**src/nand_pin_pkg.sv**
```systemverilog
// Overview of operation
// - All timing counts from the one core clock.
// - Commands, addresses, data share one byte bus.
// - Ready/busy low means busy, high ready.
// - Bus held valid around write strobe rise.
// - Command latch high at rise: command byte.
// - Address latch high at rise: address byte.
// - Eight active-low chip selects, dual-die capable.
// - Page sizes 512 bytes or 2 kilobytes.
// - Per 256 bytes: fix one, detect two.
// - Strobe cycle grades 30, 50, 100 ns.
// - Activity indicator low from read/write to release, else released.
// - Alive indicator low only once initialised.
// - Write lock waits for pending operation end.
// - Protect switch low: report, lock, refuse config.
package nand_pin_pkg;

	// ***************************************************************
	// Clock and timing
	// ***************************************************************
	localparam int CLK_MHZ = 100; // Core clock rate
	localparam int REF_MHZ = 24; // Reference oscillator rate
	localparam int GRADE_FAST_NS = 30; // Strobe cycle, fast grade
	localparam int GRADE_MID_NS = 50; // Strobe cycle, middle grade
	localparam int GRADE_SLOW_NS = 100; // Strobe cycle, slow grade
	localparam int FAST_CYC = (GRADE_FAST_NS * CLK_MHZ + 999) / 1000;
	localparam int MID_CYC = (GRADE_MID_NS * CLK_MHZ + 999) / 1000;
	localparam int SLOW_CYC = (GRADE_SLOW_NS * CLK_MHZ + 999) / 1000;
	// Low phase rounds up, high phase takes the rest
	localparam logic [3:0] FAST_LOW = 4'((FAST_CYC + 1) / 2);
	localparam logic [3:0] FAST_HIGH = 4'(FAST_CYC - (FAST_CYC + 1) / 2);
	localparam logic [3:0] MID_LOW = 4'((MID_CYC + 1) / 2);
	localparam logic [3:0] MID_HIGH = 4'(MID_CYC - (MID_CYC + 1) / 2);
	localparam logic [3:0] SLOW_LOW = 4'((SLOW_CYC + 1) / 2);
	localparam logic [3:0] SLOW_HIGH = 4'(SLOW_CYC - (SLOW_CYC + 1) / 2);
	localparam logic [3:0] CAPTURE_CYC = 4'h2; // Input synchroniser depth
	localparam int SETTLE_NS = 100; // Wait before sampling ready/busy
	localparam logic [3:0] SETTLE_CYC = 4'((SETTLE_NS * CLK_MHZ) / 1000);
	localparam logic [7:0] REF_EDGES_INIT = 8'h10; // Reference edges before alive

	// ***************************************************************
	// Page and chip layout
	// ***************************************************************
	localparam logic [10:0] PAGE_SMALL_LAST = 11'h1FF; // 512-byte page
	localparam logic [10:0] PAGE_LARGE_LAST = 11'h7FF; // 2-kilobyte page
	localparam logic [7:0] ECC_UNIT_LAST = 8'hFF; // 256-byte unit
	localparam int CHIP_COUNT = 8;
	localparam int ECC_BITS = 22; // 16 line parity, 6 column parity
	localparam logic [7:0] CS_NONE = 8'hFF; // All chip selects off
	localparam logic [7:0] CS_ONE = 8'h01;

	// ***************************************************************
	// Types
	// ***************************************************************
	typedef enum logic [2:0] {
		OP_CMD = 3'b000,
		OP_ADDR = 3'b001,
		OP_WRITE = 3'b010,
		OP_READ = 3'b011,
		OP_WAIT = 3'b100,
		OP_RELEASE = 3'b101
	} op_e;
	typedef enum logic [1:0] {
		GRADE_30 = 2'b00,
		GRADE_50 = 2'b01,
		GRADE_100 = 2'b10
	} grade_e;
	typedef enum logic [2:0] {
		ST_IDLE = 3'b000,
		ST_SETUP = 3'b001,
		ST_LOW = 3'b010,
		ST_HIGH = 3'b011,
		ST_SETTLE = 3'b100,
		ST_WAIT = 3'b101
	} state_e;
	typedef enum logic [1:0] {
		ECC_CLEAN = 2'b00,
		ECC_FIXED = 2'b01,
		ECC_CODE_ERR = 2'b10,
		ECC_FAIL = 2'b11
	} ecc_e;
	typedef struct packed {
		op_e op;
		logic [7:0] data;
		logic [2:0] chip;
		logic cfgArea;
	} req_s;

endpackage

```
**src/nand_byte_buffer.sv**
```systemverilog
`timescale 1ns/1ps
module nand_byte_buffer #(
	parameter int WIDTH = 8,
	parameter int DEPTH = 2
) (
	// Clock and reset
	input wire logic clk,
	input wire logic sys_rst,
	// Filling side
	input wire logic inValid,
	input wire logic [WIDTH-1:0] inData,
	output logic inReady,
	// Draining side
	output logic outValid,
	output logic [WIDTH-1:0] outData,
	input wire logic outReady
);

	// ***************************************************************
	// Storage
	// ***************************************************************
	localparam int CW = $clog2(DEPTH + 1);
	logic [WIDTH-1:0] mem_q [DEPTH]; // Entry 0 is the head
	logic [CW-1:0] count_q; // Words held
	logic [CW-1:0] count_d;
	logic [CW-1:0] wrIdx; // Slot the new word lands in
	logic inReady_q;
	logic outValid_q;
	wire push = inValid && inReady_q;
	wire pop = outValid_q && outReady;

	// Elaboration check: one entry alone would drop a word on a stall
	if (DEPTH < 2) begin : gDepthCheck
		$error("buffer depth below two cannot hold a stalled word");
	end

	assign wrIdx = pop ? count_q - CW'(1) : count_q;
	assign count_d = count_q + CW'(push) - CW'(pop);
	assign inReady = inReady_q;
	assign outValid = outValid_q;
	assign outData = mem_q[0];

	// Per entry: shift toward head on pop, load on push
	for (genvar i = 0; i < DEPTH; i++) begin : gEntry
		always_ff @(posedge clk or posedge sys_rst) begin
			if (sys_rst) begin
				mem_q[i] <= '0;
			end else if (push && wrIdx == CW'(i)) begin
				mem_q[i] <= inData;
			end else if (pop) begin
				mem_q[i] <= (i + 1 < DEPTH) ? mem_q[(i + 1) % DEPTH] : mem_q[i];
			end
		end
	end

	// Flags kept as flops so both handshakes are glitch free
	always_ff @(posedge clk or posedge sys_rst) begin
		if (sys_rst) begin
			count_q <= '0;
			inReady_q <= 1'b0;
			outValid_q <= 1'b0;
		end else begin
			count_q <= count_d;
			inReady_q <= count_d < CW'(DEPTH);
			outValid_q <= count_d != '0;
		end
	end

endmodule // nand_byte_buffer

```
**src/nand_flash_pin_interface.sv**
```systemverilog
`timescale 1ns/1ps
module nand_flash_pin_interface #(
	parameter int RD_DEPTH = 2
) (
	// Clock and reset
	input wire logic clk,
	input wire logic sys_rst,
	// Operation requests
	input wire logic reqValid,
	input wire nand_pin_pkg::req_s req,
	output logic reqReady,
	// Configuration
	input wire nand_pin_pkg::grade_e flashGrade,
	input wire logic pageLarge,
	// Read data stream
	output logic rdValid,
	output logic [7:0] rdData,
	input wire logic rdReady,
	// Error correction
	output logic [21:0] eccCode,
	output logic eccCodeValid,
	input wire logic eccCheckValid,
	input wire logic [21:0] eccStored,
	output nand_pin_pkg::ecc_e eccStatus,
	output logic eccStatusValid,
	output logic [7:0] eccFixByte,
	output logic [2:0] eccFixBit,
	// Status
	output logic mediaProtected,
	output logic cfgWriteRefused,
	output logic pageEnd,
	// Flash bus pins
	input wire logic [7:0] flashDataIn,
	output logic [7:0] flashDataOut,
	output logic flashDataOe,
	output logic writeStrobeN,
	output logic read_strobe_a_n,
	output logic read_strobe_b_n,
	output logic cmdLatch,
	output logic addrLatch,
	output logic [7:0] chipSelectN,
	input wire logic ready_busy_in_a,
	input wire logic ready_busy_in_b,
	// Protection and indicators
	input wire logic protect_switch_in_n,
	output logic flash_write_lock_n,
	output logic flashWriteLockOe,
	output logic activity_indicator_n,
	output logic activityOe,
	output logic alive_indicator_n,
	output logic aliveOe,
	input wire logic ref_osc_in
);
	import nand_pin_pkg::*;

	// Elaboration check: the read path assumes a two-deep buffer
	if (RD_DEPTH != 2) begin : gDepthCheck
		$error("read buffer is sized for exactly two entries");
	end

	// ***************************************************************
	// Pin synchronisers
	// ***************************************************************
	logic [7:0] dataSync1_q, dataSync2_q; // Flash bus input
	logic [1:0] rbSync1_q, rbSync2_q; // Ready/busy lines
	logic protSync1_q, protSync2_q; // Protect switch
	logic refSync1_q, refSync2_q, refSync3_q; // Reference oscillator

	// Two flops per pin, three on the reference oscillator so its edge can be found
	always_ff @(posedge clk or posedge sys_rst) begin
		if (sys_rst) begin
			dataSync1_q <= 8'h00;
			dataSync2_q <= 8'h00;
			rbSync1_q <= 2'h0;
			rbSync2_q <= 2'h0;
			protSync1_q <= 1'b1;
			protSync2_q <= 1'b1;
			refSync1_q <= 1'b0;
			refSync2_q <= 1'b0;
			refSync3_q <= 1'b0;
		end else begin
			dataSync1_q <= flashDataIn;
			dataSync2_q <= dataSync1_q;
			rbSync1_q <= {ready_busy_in_b, ready_busy_in_a};
			rbSync2_q <= rbSync1_q;
			protSync1_q <= protect_switch_in_n;
			protSync2_q <= protSync1_q;
			refSync1_q <= ref_osc_in;
			refSync2_q <= refSync1_q;
			refSync3_q <= refSync2_q;
		end
	end

	// ***************************************************************
	// Initialisation from the reference oscillator
	// ***************************************************************
	wire refEdge = refSync2_q && !refSync3_q; // Rising reference edge
	logic [7:0] refCount_q;
	logic initDone_q;

	// Counting reference edges proves the oscillator runs before we go live
	always_ff @(posedge clk or posedge sys_rst) begin
		if (sys_rst) begin
			refCount_q <= 8'h00;
			initDone_q <= 1'b0;
		end else if (refEdge && !initDone_q) begin
			refCount_q <= refCount_q + 8'h01;
			initDone_q <= (refCount_q + 8'h01) == REF_EDGES_INIT;
		end
	end

	// ***************************************************************
	// Sequencer decode
	// ***************************************************************
	state_e state_q, stateNext;
	op_e opCur_q;
	logic [2:0] chipCur_q;
	grade_e gradeCur_q;
	logic [3:0] phaseCnt_q;
	logic reqReady_q;
	logic bufInReady;
	logic activityOe_q;
	wire lockReq = !protSync2_q; // Switch low asks for protection
	wire take = reqValid && reqReady_q;
	wire refuse = take && req.op == OP_WRITE && req.cfgArea && lockReq;
	wire busOp = req.op inside {OP_CMD, OP_ADDR, OP_WRITE, OP_READ};
	op_e opNext;
	assign opNext = take ? req.op : opCur_q;
	wire isRead = opCur_q == OP_READ;
	wire phaseLast = phaseCnt_q == 4'h1;
	wire rbSel = chipCur_q[2] ? rbSync2_q[1] : rbSync2_q[0];
	wire chipReady = rbSel; // Low is busy, high is ready
	// Strobe phases per grade
	wire [3:0] lowCyc = gradeCur_q == GRADE_30 ? FAST_LOW :
		gradeCur_q == GRADE_50 ? MID_LOW : SLOW_LOW;
	wire [3:0] highRaw = gradeCur_q == GRADE_30 ? FAST_HIGH :
		gradeCur_q == GRADE_50 ? MID_HIGH : SLOW_HIGH;
	// Reads stretch the high phase until the synchroniser has the byte
	wire [3:0] highCyc = (isRead && highRaw < CAPTURE_CYC) ? CAPTURE_CYC : highRaw;
	wire byteDone = state_q == ST_HIGH && phaseLast && (isRead || opCur_q == OP_WRITE);
	wire busyNext = stateNext inside {ST_SETUP, ST_LOW, ST_HIGH};

	// Next state
	always_comb begin
		stateNext = state_q;
		case (state_q)
			ST_IDLE: begin
				if (take && !refuse && busOp) begin
					stateNext = ST_SETUP;
				end else if (take && req.op == OP_WAIT) begin
					stateNext = ST_SETTLE;
				end
			end
			ST_SETUP: begin
				// A full read buffer holds the sequencer here
				if (!isRead || bufInReady) begin
					stateNext = ST_LOW;
				end
			end
			ST_LOW: begin
				if (phaseLast) begin
					stateNext = ST_HIGH;
				end
			end
			ST_HIGH: begin
				if (phaseLast) begin
					stateNext = ST_IDLE;
				end
			end
			ST_SETTLE: begin
				if (phaseLast) begin
					stateNext = ST_WAIT;
				end
			end
			ST_WAIT: begin
				if (chipReady) begin
					stateNext = ST_IDLE;
				end
			end
			default: begin
				stateNext = ST_IDLE;
			end
		endcase
	end

	// ***************************************************************
	// Sequencer registers
	// ***************************************************************
	// State, operation and phase counter
	always_ff @(posedge clk or posedge sys_rst) begin
		if (sys_rst) begin
			state_q <= ST_IDLE;
			opCur_q <= OP_RELEASE;
			chipCur_q <= 3'h0;
			gradeCur_q <= GRADE_100;
			phaseCnt_q <= 4'h0;
			reqReady_q <= 1'b0;
		end else begin
			state_q <= stateNext;
			opCur_q <= opNext;
			if (take) begin
				chipCur_q <= req.chip;
				gradeCur_q <= flashGrade;
			end
			if (stateNext == ST_LOW && state_q != ST_LOW) begin
				phaseCnt_q <= lowCyc;
			end else if (stateNext == ST_HIGH && state_q != ST_HIGH) begin
				phaseCnt_q <= highCyc;
			end else if (stateNext == ST_SETTLE) begin
				phaseCnt_q <= state_q == ST_SETTLE ? phaseCnt_q - 4'h1 : SETTLE_CYC;
			end else if (phaseCnt_q != 4'h0) begin
				phaseCnt_q <= phaseCnt_q - 4'h1;
			end
			reqReady_q <= stateNext == ST_IDLE && initDone_q && !take;
		end
	end

	// ***************************************************************
	// Flash pin drivers
	// ***************************************************************
	logic [7:0] dataOut_q;
	logic dataOe_q, weN_q, reAN_q, reBN_q, cle_q, ale_q;
	logic [7:0] csN_q;

	// Strobes and latches follow the next state so pins change on one edge
	always_ff @(posedge clk or posedge sys_rst) begin
		if (sys_rst) begin
			dataOut_q <= 8'h00;
			dataOe_q <= 1'b0; // Bus undriven
			weN_q <= 1'b1;
			reAN_q <= 1'b1;
			reBN_q <= 1'b1;
			cle_q <= 1'b0;
			ale_q <= 1'b0;
			csN_q <= CS_NONE;
		end else begin
			if (take) begin
				dataOut_q <= req.data; // Held through the high phase
			end
			dataOe_q <= busyNext && opNext != OP_READ;
			weN_q <= !(stateNext == ST_LOW && opNext != OP_READ);
			reAN_q <= !(stateNext == ST_LOW && opNext == OP_READ && !chipCur_q[2]);
			reBN_q <= !(stateNext == ST_LOW && opNext == OP_READ && chipCur_q[2]);
			cle_q <= busyNext && opNext == OP_CMD;
			ale_q <= busyNext && opNext == OP_ADDR;
			if (take && !refuse && busOp) begin
				csN_q <= ~(CS_ONE << req.chip); // Single select
			end else if (take && req.op == OP_RELEASE) begin
				csN_q <= CS_NONE;
			end
		end
	end

	// ***************************************************************
	// Read path and page column
	// ***************************************************************
	wire [7:0] byteVal = isRead ? dataSync2_q : dataOut_q;
	logic [10:0] column_q;
	logic pageEnd_q;
	wire [10:0] pageLastCol = pageLarge ? PAGE_LARGE_LAST : PAGE_SMALL_LAST;

	// Column counts data bytes; a command starts a fresh page access
	always_ff @(posedge clk or posedge sys_rst) begin
		if (sys_rst) begin
			column_q <= 11'h000;
			pageEnd_q <= 1'b0;
		end else begin
			pageEnd_q <= byteDone && column_q == pageLastCol;
			if (take && req.op == OP_CMD) begin
				column_q <= 11'h000;
			end else if (byteDone) begin
				column_q <= column_q == pageLastCol ? 11'h000 : column_q + 11'h001;
			end
		end
	end

	// Two-entry buffer so a stalled receiver loses no byte
	nand_byte_buffer #(.WIDTH(8), .DEPTH(RD_DEPTH)) uRdBuf (
		.clk(clk),
		.sys_rst(sys_rst),
		.inValid(byteDone && isRead),
		.inData(dataSync2_q),
		.inReady(bufInReady),
		.outValid(rdValid),
		.outData(rdData),
		.outReady(rdReady)
	);

	// ***************************************************************
	// Error correction code
	// ***************************************************************
	logic [ECC_BITS-1:0] eccAcc_q, eccCode_q, eccContrib;
	logic eccCodeValid_q, eccStatusValid_q;
	ecc_e eccStatus_q;
	logic [7:0] fixByte_q;
	logic [2:0] fixBit_q;
	wire bytePar = ^byteVal;
	wire unitLast = column_q[7:0] == ECC_UNIT_LAST;

	// Line parity per index bit, column parity per bit-position bit
	for (genvar k = 0; k < 8; k++) begin : gLine
		assign eccContrib[2*k] = bytePar && !column_q[k];
		assign eccContrib[2*k+1] = bytePar && column_q[k];
	end
	for (genvar k = 0; k < 3; k++) begin : gCol
		logic [7:0] selMask;
		for (genvar j = 0; j < 8; j++) begin : gBit
			assign selMask[j] = ((j >> k) & 1) == 1;
		end
		assign eccContrib[16+2*k] = ^(byteVal & ~selMask);
		assign eccContrib[17+2*k] = ^(byteVal & selMask);
	end

	wire [ECC_BITS-1:0] syndrome = eccCode_q ^ eccStored;
	logic [10:0] pairDiff;
	logic [10:0] oddBits;
	for (genvar p = 0; p < 11; p++) begin : gPair
		assign pairDiff[p] = syndrome[2*p] ^ syndrome[2*p+1];
		assign oddBits[p] = syndrome[2*p+1];
	end
	// Single error flips one of each pair; one stray bit is a code error
	wire ecc_e eccClass = syndrome == '0 ? ECC_CLEAN :
		&pairDiff ? ECC_FIXED :
		$countones(syndrome) == 1 ? ECC_CODE_ERR : ECC_FAIL;

	// Accumulate per unit, publish on the unit's last byte, check on demand
	always_ff @(posedge clk or posedge sys_rst) begin
		if (sys_rst) begin
			eccAcc_q <= '0;
			eccCode_q <= '0;
			eccCodeValid_q <= 1'b0;
			eccStatus_q <= ECC_CLEAN;
			eccStatusValid_q <= 1'b0;
			fixByte_q <= 8'h00;
			fixBit_q <= 3'h0;
		end else begin
			eccCodeValid_q <= byteDone && unitLast;
			eccStatusValid_q <= eccCheckValid;
			if (byteDone) begin
				eccAcc_q <= (column_q[7:0] == 8'h00) ? eccContrib : eccAcc_q ^ eccContrib;
			end
			if (byteDone && unitLast) begin
				eccCode_q <= eccAcc_q ^ eccContrib;
			end
			if (eccCheckValid) begin
				eccStatus_q <= eccClass;
				fixByte_q <= oddBits[7:0];
				fixBit_q <= oddBits[10:8];
			end
		end
	end

	// ***************************************************************
	// Protection and indicators
	// ***************************************************************
	logic lockN_q, lockOe_q, aliveOe_q, mediaProt_q, refused_q;
	wire pending = activityOe_q || state_q != ST_IDLE || rdValid;

	// Lock is withheld until the pending operation drains
	always_ff @(posedge clk or posedge sys_rst) begin
		if (sys_rst) begin
			lockN_q <= 1'b1;
			lockOe_q <= 1'b0;
			aliveOe_q <= 1'b0;
			activityOe_q <= 1'b0;
			mediaProt_q <= 1'b0;
			refused_q <= 1'b0;
		end else begin
			aliveOe_q <= initDone_q;
			lockOe_q <= initDone_q;
			mediaProt_q <= lockReq;
			refused_q <= refuse;
			if (!lockReq) begin
				lockN_q <= 1'b1;
			end else if (!pending) begin
				lockN_q <= 1'b0;
			end
			if (take && (req.op == OP_WRITE || req.op == OP_READ) && !refuse) begin
				activityOe_q <= 1'b1;
			end else if (take && req.op == OP_RELEASE) begin
				activityOe_q <= 1'b0;
			end
		end
	end

	// ***************************************************************
	// Output wiring
	// ***************************************************************
	assign reqReady = reqReady_q;
	assign flashDataOut = dataOut_q;
	assign flashDataOe = dataOe_q;
	assign writeStrobeN = weN_q;
	assign read_strobe_a_n = reAN_q;
	assign read_strobe_b_n = reBN_q;
	assign cmdLatch = cle_q;
	assign addrLatch = ale_q;
	assign chipSelectN = csN_q;
	assign eccCode = eccCode_q;
	assign eccCodeValid = eccCodeValid_q;
	assign eccStatus = eccStatus_q;
	assign eccStatusValid = eccStatusValid_q;
	assign eccFixByte = fixByte_q;
	assign eccFixBit = fixBit_q;
	assign mediaProtected = mediaProt_q;
	assign cfgWriteRefused = refused_q;
	assign pageEnd = pageEnd_q;
	assign flash_write_lock_n = lockN_q;
	assign flashWriteLockOe = lockOe_q;
	assign activity_indicator_n = 1'b0; // Open drain: only sinks
	assign activityOe = activityOe_q;
	assign alive_indicator_n = 1'b0;
	assign aliveOe = aliveOe_q;
endmodule // nand_flash_pin_interface

```
**config.mk**
```make
export PLATFORM = sky130hd
export DESIGN_NAME = nand_flash_pin_interface
export DESIGN_NICKNAME = d
export VERILOG_FILES = /design/src/nand_pin_pkg.sv /design/src/nand_byte_buffer.sv /design/src/nand_flash_pin_interface.sv
export SDC_FILE = /design/constraint.sdc
export NUM_CORES = 1
export LEC_CHECK = 0
export BUFFER_PORTS_ARGS = -buffer_cell sky130_fd_sc_hd__buf_2
export CAP_MARGIN = 10
export CORE_UTILIZATION = 51
export CTS_CLUSTER_DIAMETER = 120
export CTS_CLUSTER_SIZE = 25
export DETAILED_ROUTE_END_ITERATION = 10
export PLACE_DENSITY_LB_ADDON = 0.1
export SLEW_MARGIN = 10
export SYNTH_ARGS = -nofsm -noshare
export SYNTH_HDL_FRONTEND = slang
export SYNTH_HIERARCHICAL = 1
export SYNTH_SLANG_ARGS = --single-unit
```
**constraint.sdc**
```tcl
create_clock -name clk -period 5.4 [get_ports clk]
set_clock_uncertainty 0.1 [all_clocks]
set_input_delay 1.35 -clock clk [delete_from_list [all_inputs] [get_ports clk]]
set_output_delay 1.35 -clock clk [all_outputs]
set_load 0.02 [all_outputs]
```
# Word-level counts from Yosys, hierarchy flattened
# Cells that the tools add are included.
# totals
register_bits,168
in_bits,57
out_inout_bits,78
wordCells,254
# classes
n_addsub,27
n_lt_le_gt_ge,2
n_eq_ne,29
n_shift,1
muxes,38
bitwise,14
reduce_logical,99
# ops
op,count
$reduce_xor 8->1,7
$logic_and 1x1->1,50
$mux 11,4
$xor 22x22->22,2
$mux 8,5
$mux 3,13
$eq 3x2->1 const B,9
$add 1x1->2,11
$logic_not 22->1,1
$mux 22,1
$mux 4,5
$logic_not 1->1,18
$pmux 3 s6,1
$add 2x2->3,5
$eq 3x3->1 const B,5
$eq 3x1->1 const B,4
$logic_not 3->1,4
$reduce_bool 4->1,3
$add 11x1->11 const B,1
$eq 11x11->1,1
$reduce_and 11->1,1
$xor 1x1->1,11
$reduce_bool 2->1,5
$ne 3x2->1 const B,3
25 further kinds,40

# Longest topological paths before layout
# depth
depth_word,13
mapped_depth,16
ltp_nobuf,16

# Cells and area by module
# Netlist, hierarchy kept.
# by_module_without_submodules
mod,n_inst,cells_each,area_per_inst_um2
nand_flash_pin_interface,1,726,7413.4
nand_byte_buffer,1,69,979.7

# Worst setup path after synthesis
# No wires, ideal clock.
# synth_timing
path_type,input port to flip-flop
startpoint,input port eccStored[5]
endpoint,register eccStatus_q[0] (netlist: eccStatus[0])
arrival_ps,5186
required_time_ps,5162
setup_slack_ps,-24
stages,15
n_path_buf,0
path_cell_list,xnor2_1 -> inv_1 -> fa_1 -> inv_1 -> fa_1 -> fa_1 -> fa_1 -> inv_1 -> fa_1 -> ha_1 -> fa_1 -> nor3_1 -> nand4b_1 -> nor2_1 -> o22ai_1
# synth_via
elab_chain_cells,10
# synth_rtl
element,line_no,rtl
start: declaration,nand_flash_pin_interface.sv:23,"input wire logic [21:0] eccStored,"
$xor 22x22->22 (*),nand_flash_pin_interface.sv:314,wire [ECC_BITS-1:0] syndrome = eccCode_q ^ eccStored;
via syndrome[5],nand_flash_pin_interface.sv:314,
$add 1x1->2 (not written as such),nand_flash_pin_interface.sv:324,$countones(syndrome) == 1 ? ECC_CODE_ERR : ECC_FAIL;
$add 2x2->3 (not written as such),nand_flash_pin_interface.sv:324,
$add 3x3->4 (not written as such),nand_flash_pin_interface.sv:324,
$add 4x4->5 (not written as such),nand_flash_pin_interface.sv:324,
$add 5x4->6 (not written as such),nand_flash_pin_interface.sv:324,
$eq 6x1->1,nand_flash_pin_interface.sv:324,
$mux 1,nand_flash_pin_interface.sv:324,
$mux 2,nand_flash_pin_interface.sv:323,&pairDiff ? ECC_FIXED :
$mux 2 (*),nand_flash_pin_interface.sv:322,wire ecc_e eccClass = syndrome == '0 ? ECC_CLEAN :
end signal: assignment,nand_flash_pin_interface.sv:346,eccStatus_q <= eccClass;
end: declaration,nand_flash_pin_interface.sv:294,ecc_e eccStatus_q;
# The timed path passes the listed nets; every way through them passes the cells marked *.
# A chain may end at the register's enable or synchronous reset.

# Final worst setup path
# Ends and elaborated chain as after synthesis.

==> qor.csv <==
metric;value;unit
status;finished, final reports clean;
grt_antenna_before_repair;0;
yosys_warnings;6;
cts-buffers-inserted;17;
num_antenna_cells;0;
cp_max_fo;2;
hold_viol;0;
timing.fmax;194;MHz
ys.flop_type;dfrtp_1;
worst_slack;0.243;ns
root_buffer;clkbuf_16;
post-cts-setup-buffers;0;
drv_cap;0;
vias_per_cell;5.27;
gp_congestion;0.811;
worstMarginPinSlew;1.11;ns
finalSetupViolCount;0;
cts.sinks;166;
drtIter0Drc;274;
p_per_area;419;nW/um^2
p_int;0.00267;W
area_delta_synth_final;17.5;%
htreeDepth;4;
sw_frac_of_total;0.353;
critical_path_class;in -> reg;
crit_buf_inv;4;
grt_util_all_layers;0.226;
wl_per_cell;15.8;um
cp_common_cell;fa_1;
netlist_area;8390;sq um
design_area;9860;sq um
die_area;17000;sq um
synth-edff-count;0;
layout_commonest_cell;dfrtp_1;
clkPwrFrac;0.301;
cts_resized;0;
grt_max_degree;51;
portBuffers;132;
grt_pass1_vias;6020;
ys_ff_latch;166;
min_period;5.16;ns
core_area;16000;sq um
row_count;46;
start_kind;input pin;
initial_core_util;0.525;
dpl.hpwl;13400;um
cts.path.max_buffers;2;
p_leak;4.77;nW
fin_crit_sh;0.955;
num_vias;6049;
reg2reg_slack;0.83;ns
pin_count;135;
relSlewSlack;0.257;
finalWirelength;18100;um
ys_seq_area_frac;0.497;
critPathMaxStageDelay;0.54;ns
synthArstFlopShare;1.00;
clkTransAtPathRegs;0.07;ns
hold_path.class;reg -> reg;
drc;0;
report.final.slew_viol_count;0;
cpLargestDelayFamily;adder cells;
fin_nets;1016;
clk_latency;0.43;ns
dpl_cell_area;9230;sq um
ys_types;67;
switching_power;0.00146;W
dieWidth;130;um
die_h;130;um
endpoint_kind;flop;
drive_gt1_frac;0.257;
ir_worst_vdd;0.253;mV
synth_area_per_cell;10.6;sq um
drtAntennaViolNets;0;
cts_tree;yes;
place_inst;1115;
drt_first_pass_iters;5;
syn_inst;795;
finalNonFillerCells;1147;
layout_common_cells;dfrtp_1, buf_2, nand2_1;
dp_slack;-0.330;ns
combPwrFrac;0.316;
cts_hold_buf;0;
critical_path_arrival;5.35;ns
path_cells;buf_2 -> xnor2_2 -> inv_1 -> fa_1 -> inv_1 -> fa_1 -> fa_1 -> fa_1 -> inv_1 -> fa_1 -> ha_2 -> fa_1 -> nor3_2 -> nand4b_1 -> nor2_1 -> o22ai_1;
rsz0062_at_grt;false;
overflow;0;
slowest_stage;fa_1;
grt_pass1_wl;29300;um
power_frac_seq;0.383;
cp_data_required_time;5.59;ns
-- cell usage after synthesis, drive strengths merged, types with 2 or more instances --
cell type	count	area, sq um
and4b	4	40.0
dfstp	17	447
a22o	7	61.3
nor2	45	169
nor3	14	81.3
inv	44	165
nor2b	3	18.8
a21o	3	22.5
nand2	117	442
dfrtp	149	3730
nand4	7	50.1
nor4bb	2	20.0
and2	3	18.8
nand4b	2	17.5
xnor2	65	569
o22ai	3	18.8
fa	15	300
and3	9	56.3
o21ai	31	155
and4	4	35.0
mux2	28	315
xor2	25	219
ha	26	325
nand2b	5	31.3
nand3	29	145
o31ai	2	15.0
or2	3	18.8
nor3b	10	86.3
a31oi	5	31.3
o211ai	2	15.0
buf	22	144
o32a	4	40.0
a211o	3	26.3
clkbuf	21	78.8
mux2i	9	90.1
or3	6	37.5
nand3b	7	65.1
a21oi	27	146
-- state kept, by name, summed over array words and instances, names as in the netlist, 4 cells and up --
| register | count |
|---|---|
| column_q | 11 |
| eccFixByte | 8 |
| dataSync2_q | 8 |
| uRdBuf/mem_q | 8 |
| uRdBuf/outData | 8 |
| dataSync1_q | 8 |
| refCount_q | 8 |
| eccAcc_q | 22 |
| flashDataOut | 8 |
| phaseCnt_q | 4 |
| chipSelectN | 8 |
| eccCode | 22 |
-- worst reg2reg max path: cells and delay by family, from the launching register on --
kind | cells | cell delay [ns]
AOI/OAI and AO/OA | 1 | 0.07
xor gates and xnor gates | 1 | 0.19
adders and majority gates | 7 | 3.13
buffers and inverters | 3 | 0.15
DFF | 1 | 0.43
and+or+nand+nor | 3 | 0.37
-- area by class of cell --
class / instances / area [sq um]
fillers: 1374 / 6140
flip-flops and latches: 166 / 4180
multi-input cells: 543 / 3870
repair buffers: 146 / 766
clock buffers: 17 / 425
well taps: 216 / 270
clock inverters: 15 / 185
inverters: 44 / 170
-- stage by stage --
stage	TNS (ns)	hold WS, ns	power, W	util
floorplan	0	0.231	0.00256	-
global placement	-0.279	0.232	0.00285	0.577
detailed placement	-0.330	0.235	0.00290	0.577
CTS	0	0.250	0.00415	0.615
global route	0	0.252	0.00438	0.616
finish	0	0.249	0.00413	0.616
-- worst paths after layout --
check / depth (start not counted) / start / end
worst max-delay path: 16 / eccStored[5] / eccStatus[0]
worst min-delay path: 0 / refSync1_q / refSync2_q
worst max register to register: 15 / eccCode[11] / eccStatus[0]
worst min register to register: 0 / refSync1_q / refSync2_q
max in group asynchronous: 3 / sys_rst / column_q[3]
min in group asynchronous: 2 / sys_rst / dataSync2_q[6]
-- routing by layer --
layer	track usage	vias up	part of all wire
met2	0.404	126	0.51
met5	0	-	0
li1	-	2908	-
met4	0.0821	0	0.021
met1	0.275	2990	0.44
met3	0.0365	25	0.030
-- power by group through the flow --
| stage | logic [W] | clock network, W | registers [W] |
|---|---|---|---|
| 2_1_floorplan | 0.000914 | 0 | 0.00164 |
| 3_3_place_gp | 0.00126 | 0 | 0.00159 |
| 3_5_place_dp | 0.00130 | 0 | 0.00160 |
| 4_1_cts | 0.00130 | 0.00127 | 0.00158 |
| 5_1_grt | 0.00146 | 0.00132 | 0.00161 |
| 6_report | 0.00131 | 0.00125 | 0.00158 |
-- logic make-up (layout without fill, tap and decap cells) --
| kind of cell | after synthesis | after routing | share of synthesized area |
|---|---|---|---|
| other | 1 | 2 | 0.000447 |
| AO/OA/AOI/OAI | 96 | 96 | 0.0725 |
| AND/OR/NAND/NOR | 277 | 277 | 0.167 |
| flip-flops | 166 | 166 | 0.497 |
| buffers and inverters | 87 | 222 | 0.0462 |
| XOR/XNOR | 90 | 90 | 0.0939 |
| adder cells (fa/ha/maj) | 41 | 41 | 0.0745 |
| multiplexers | 37 | 37 | 0.0483 |
No activity file was read; power rests on OpenSTA's default activity.
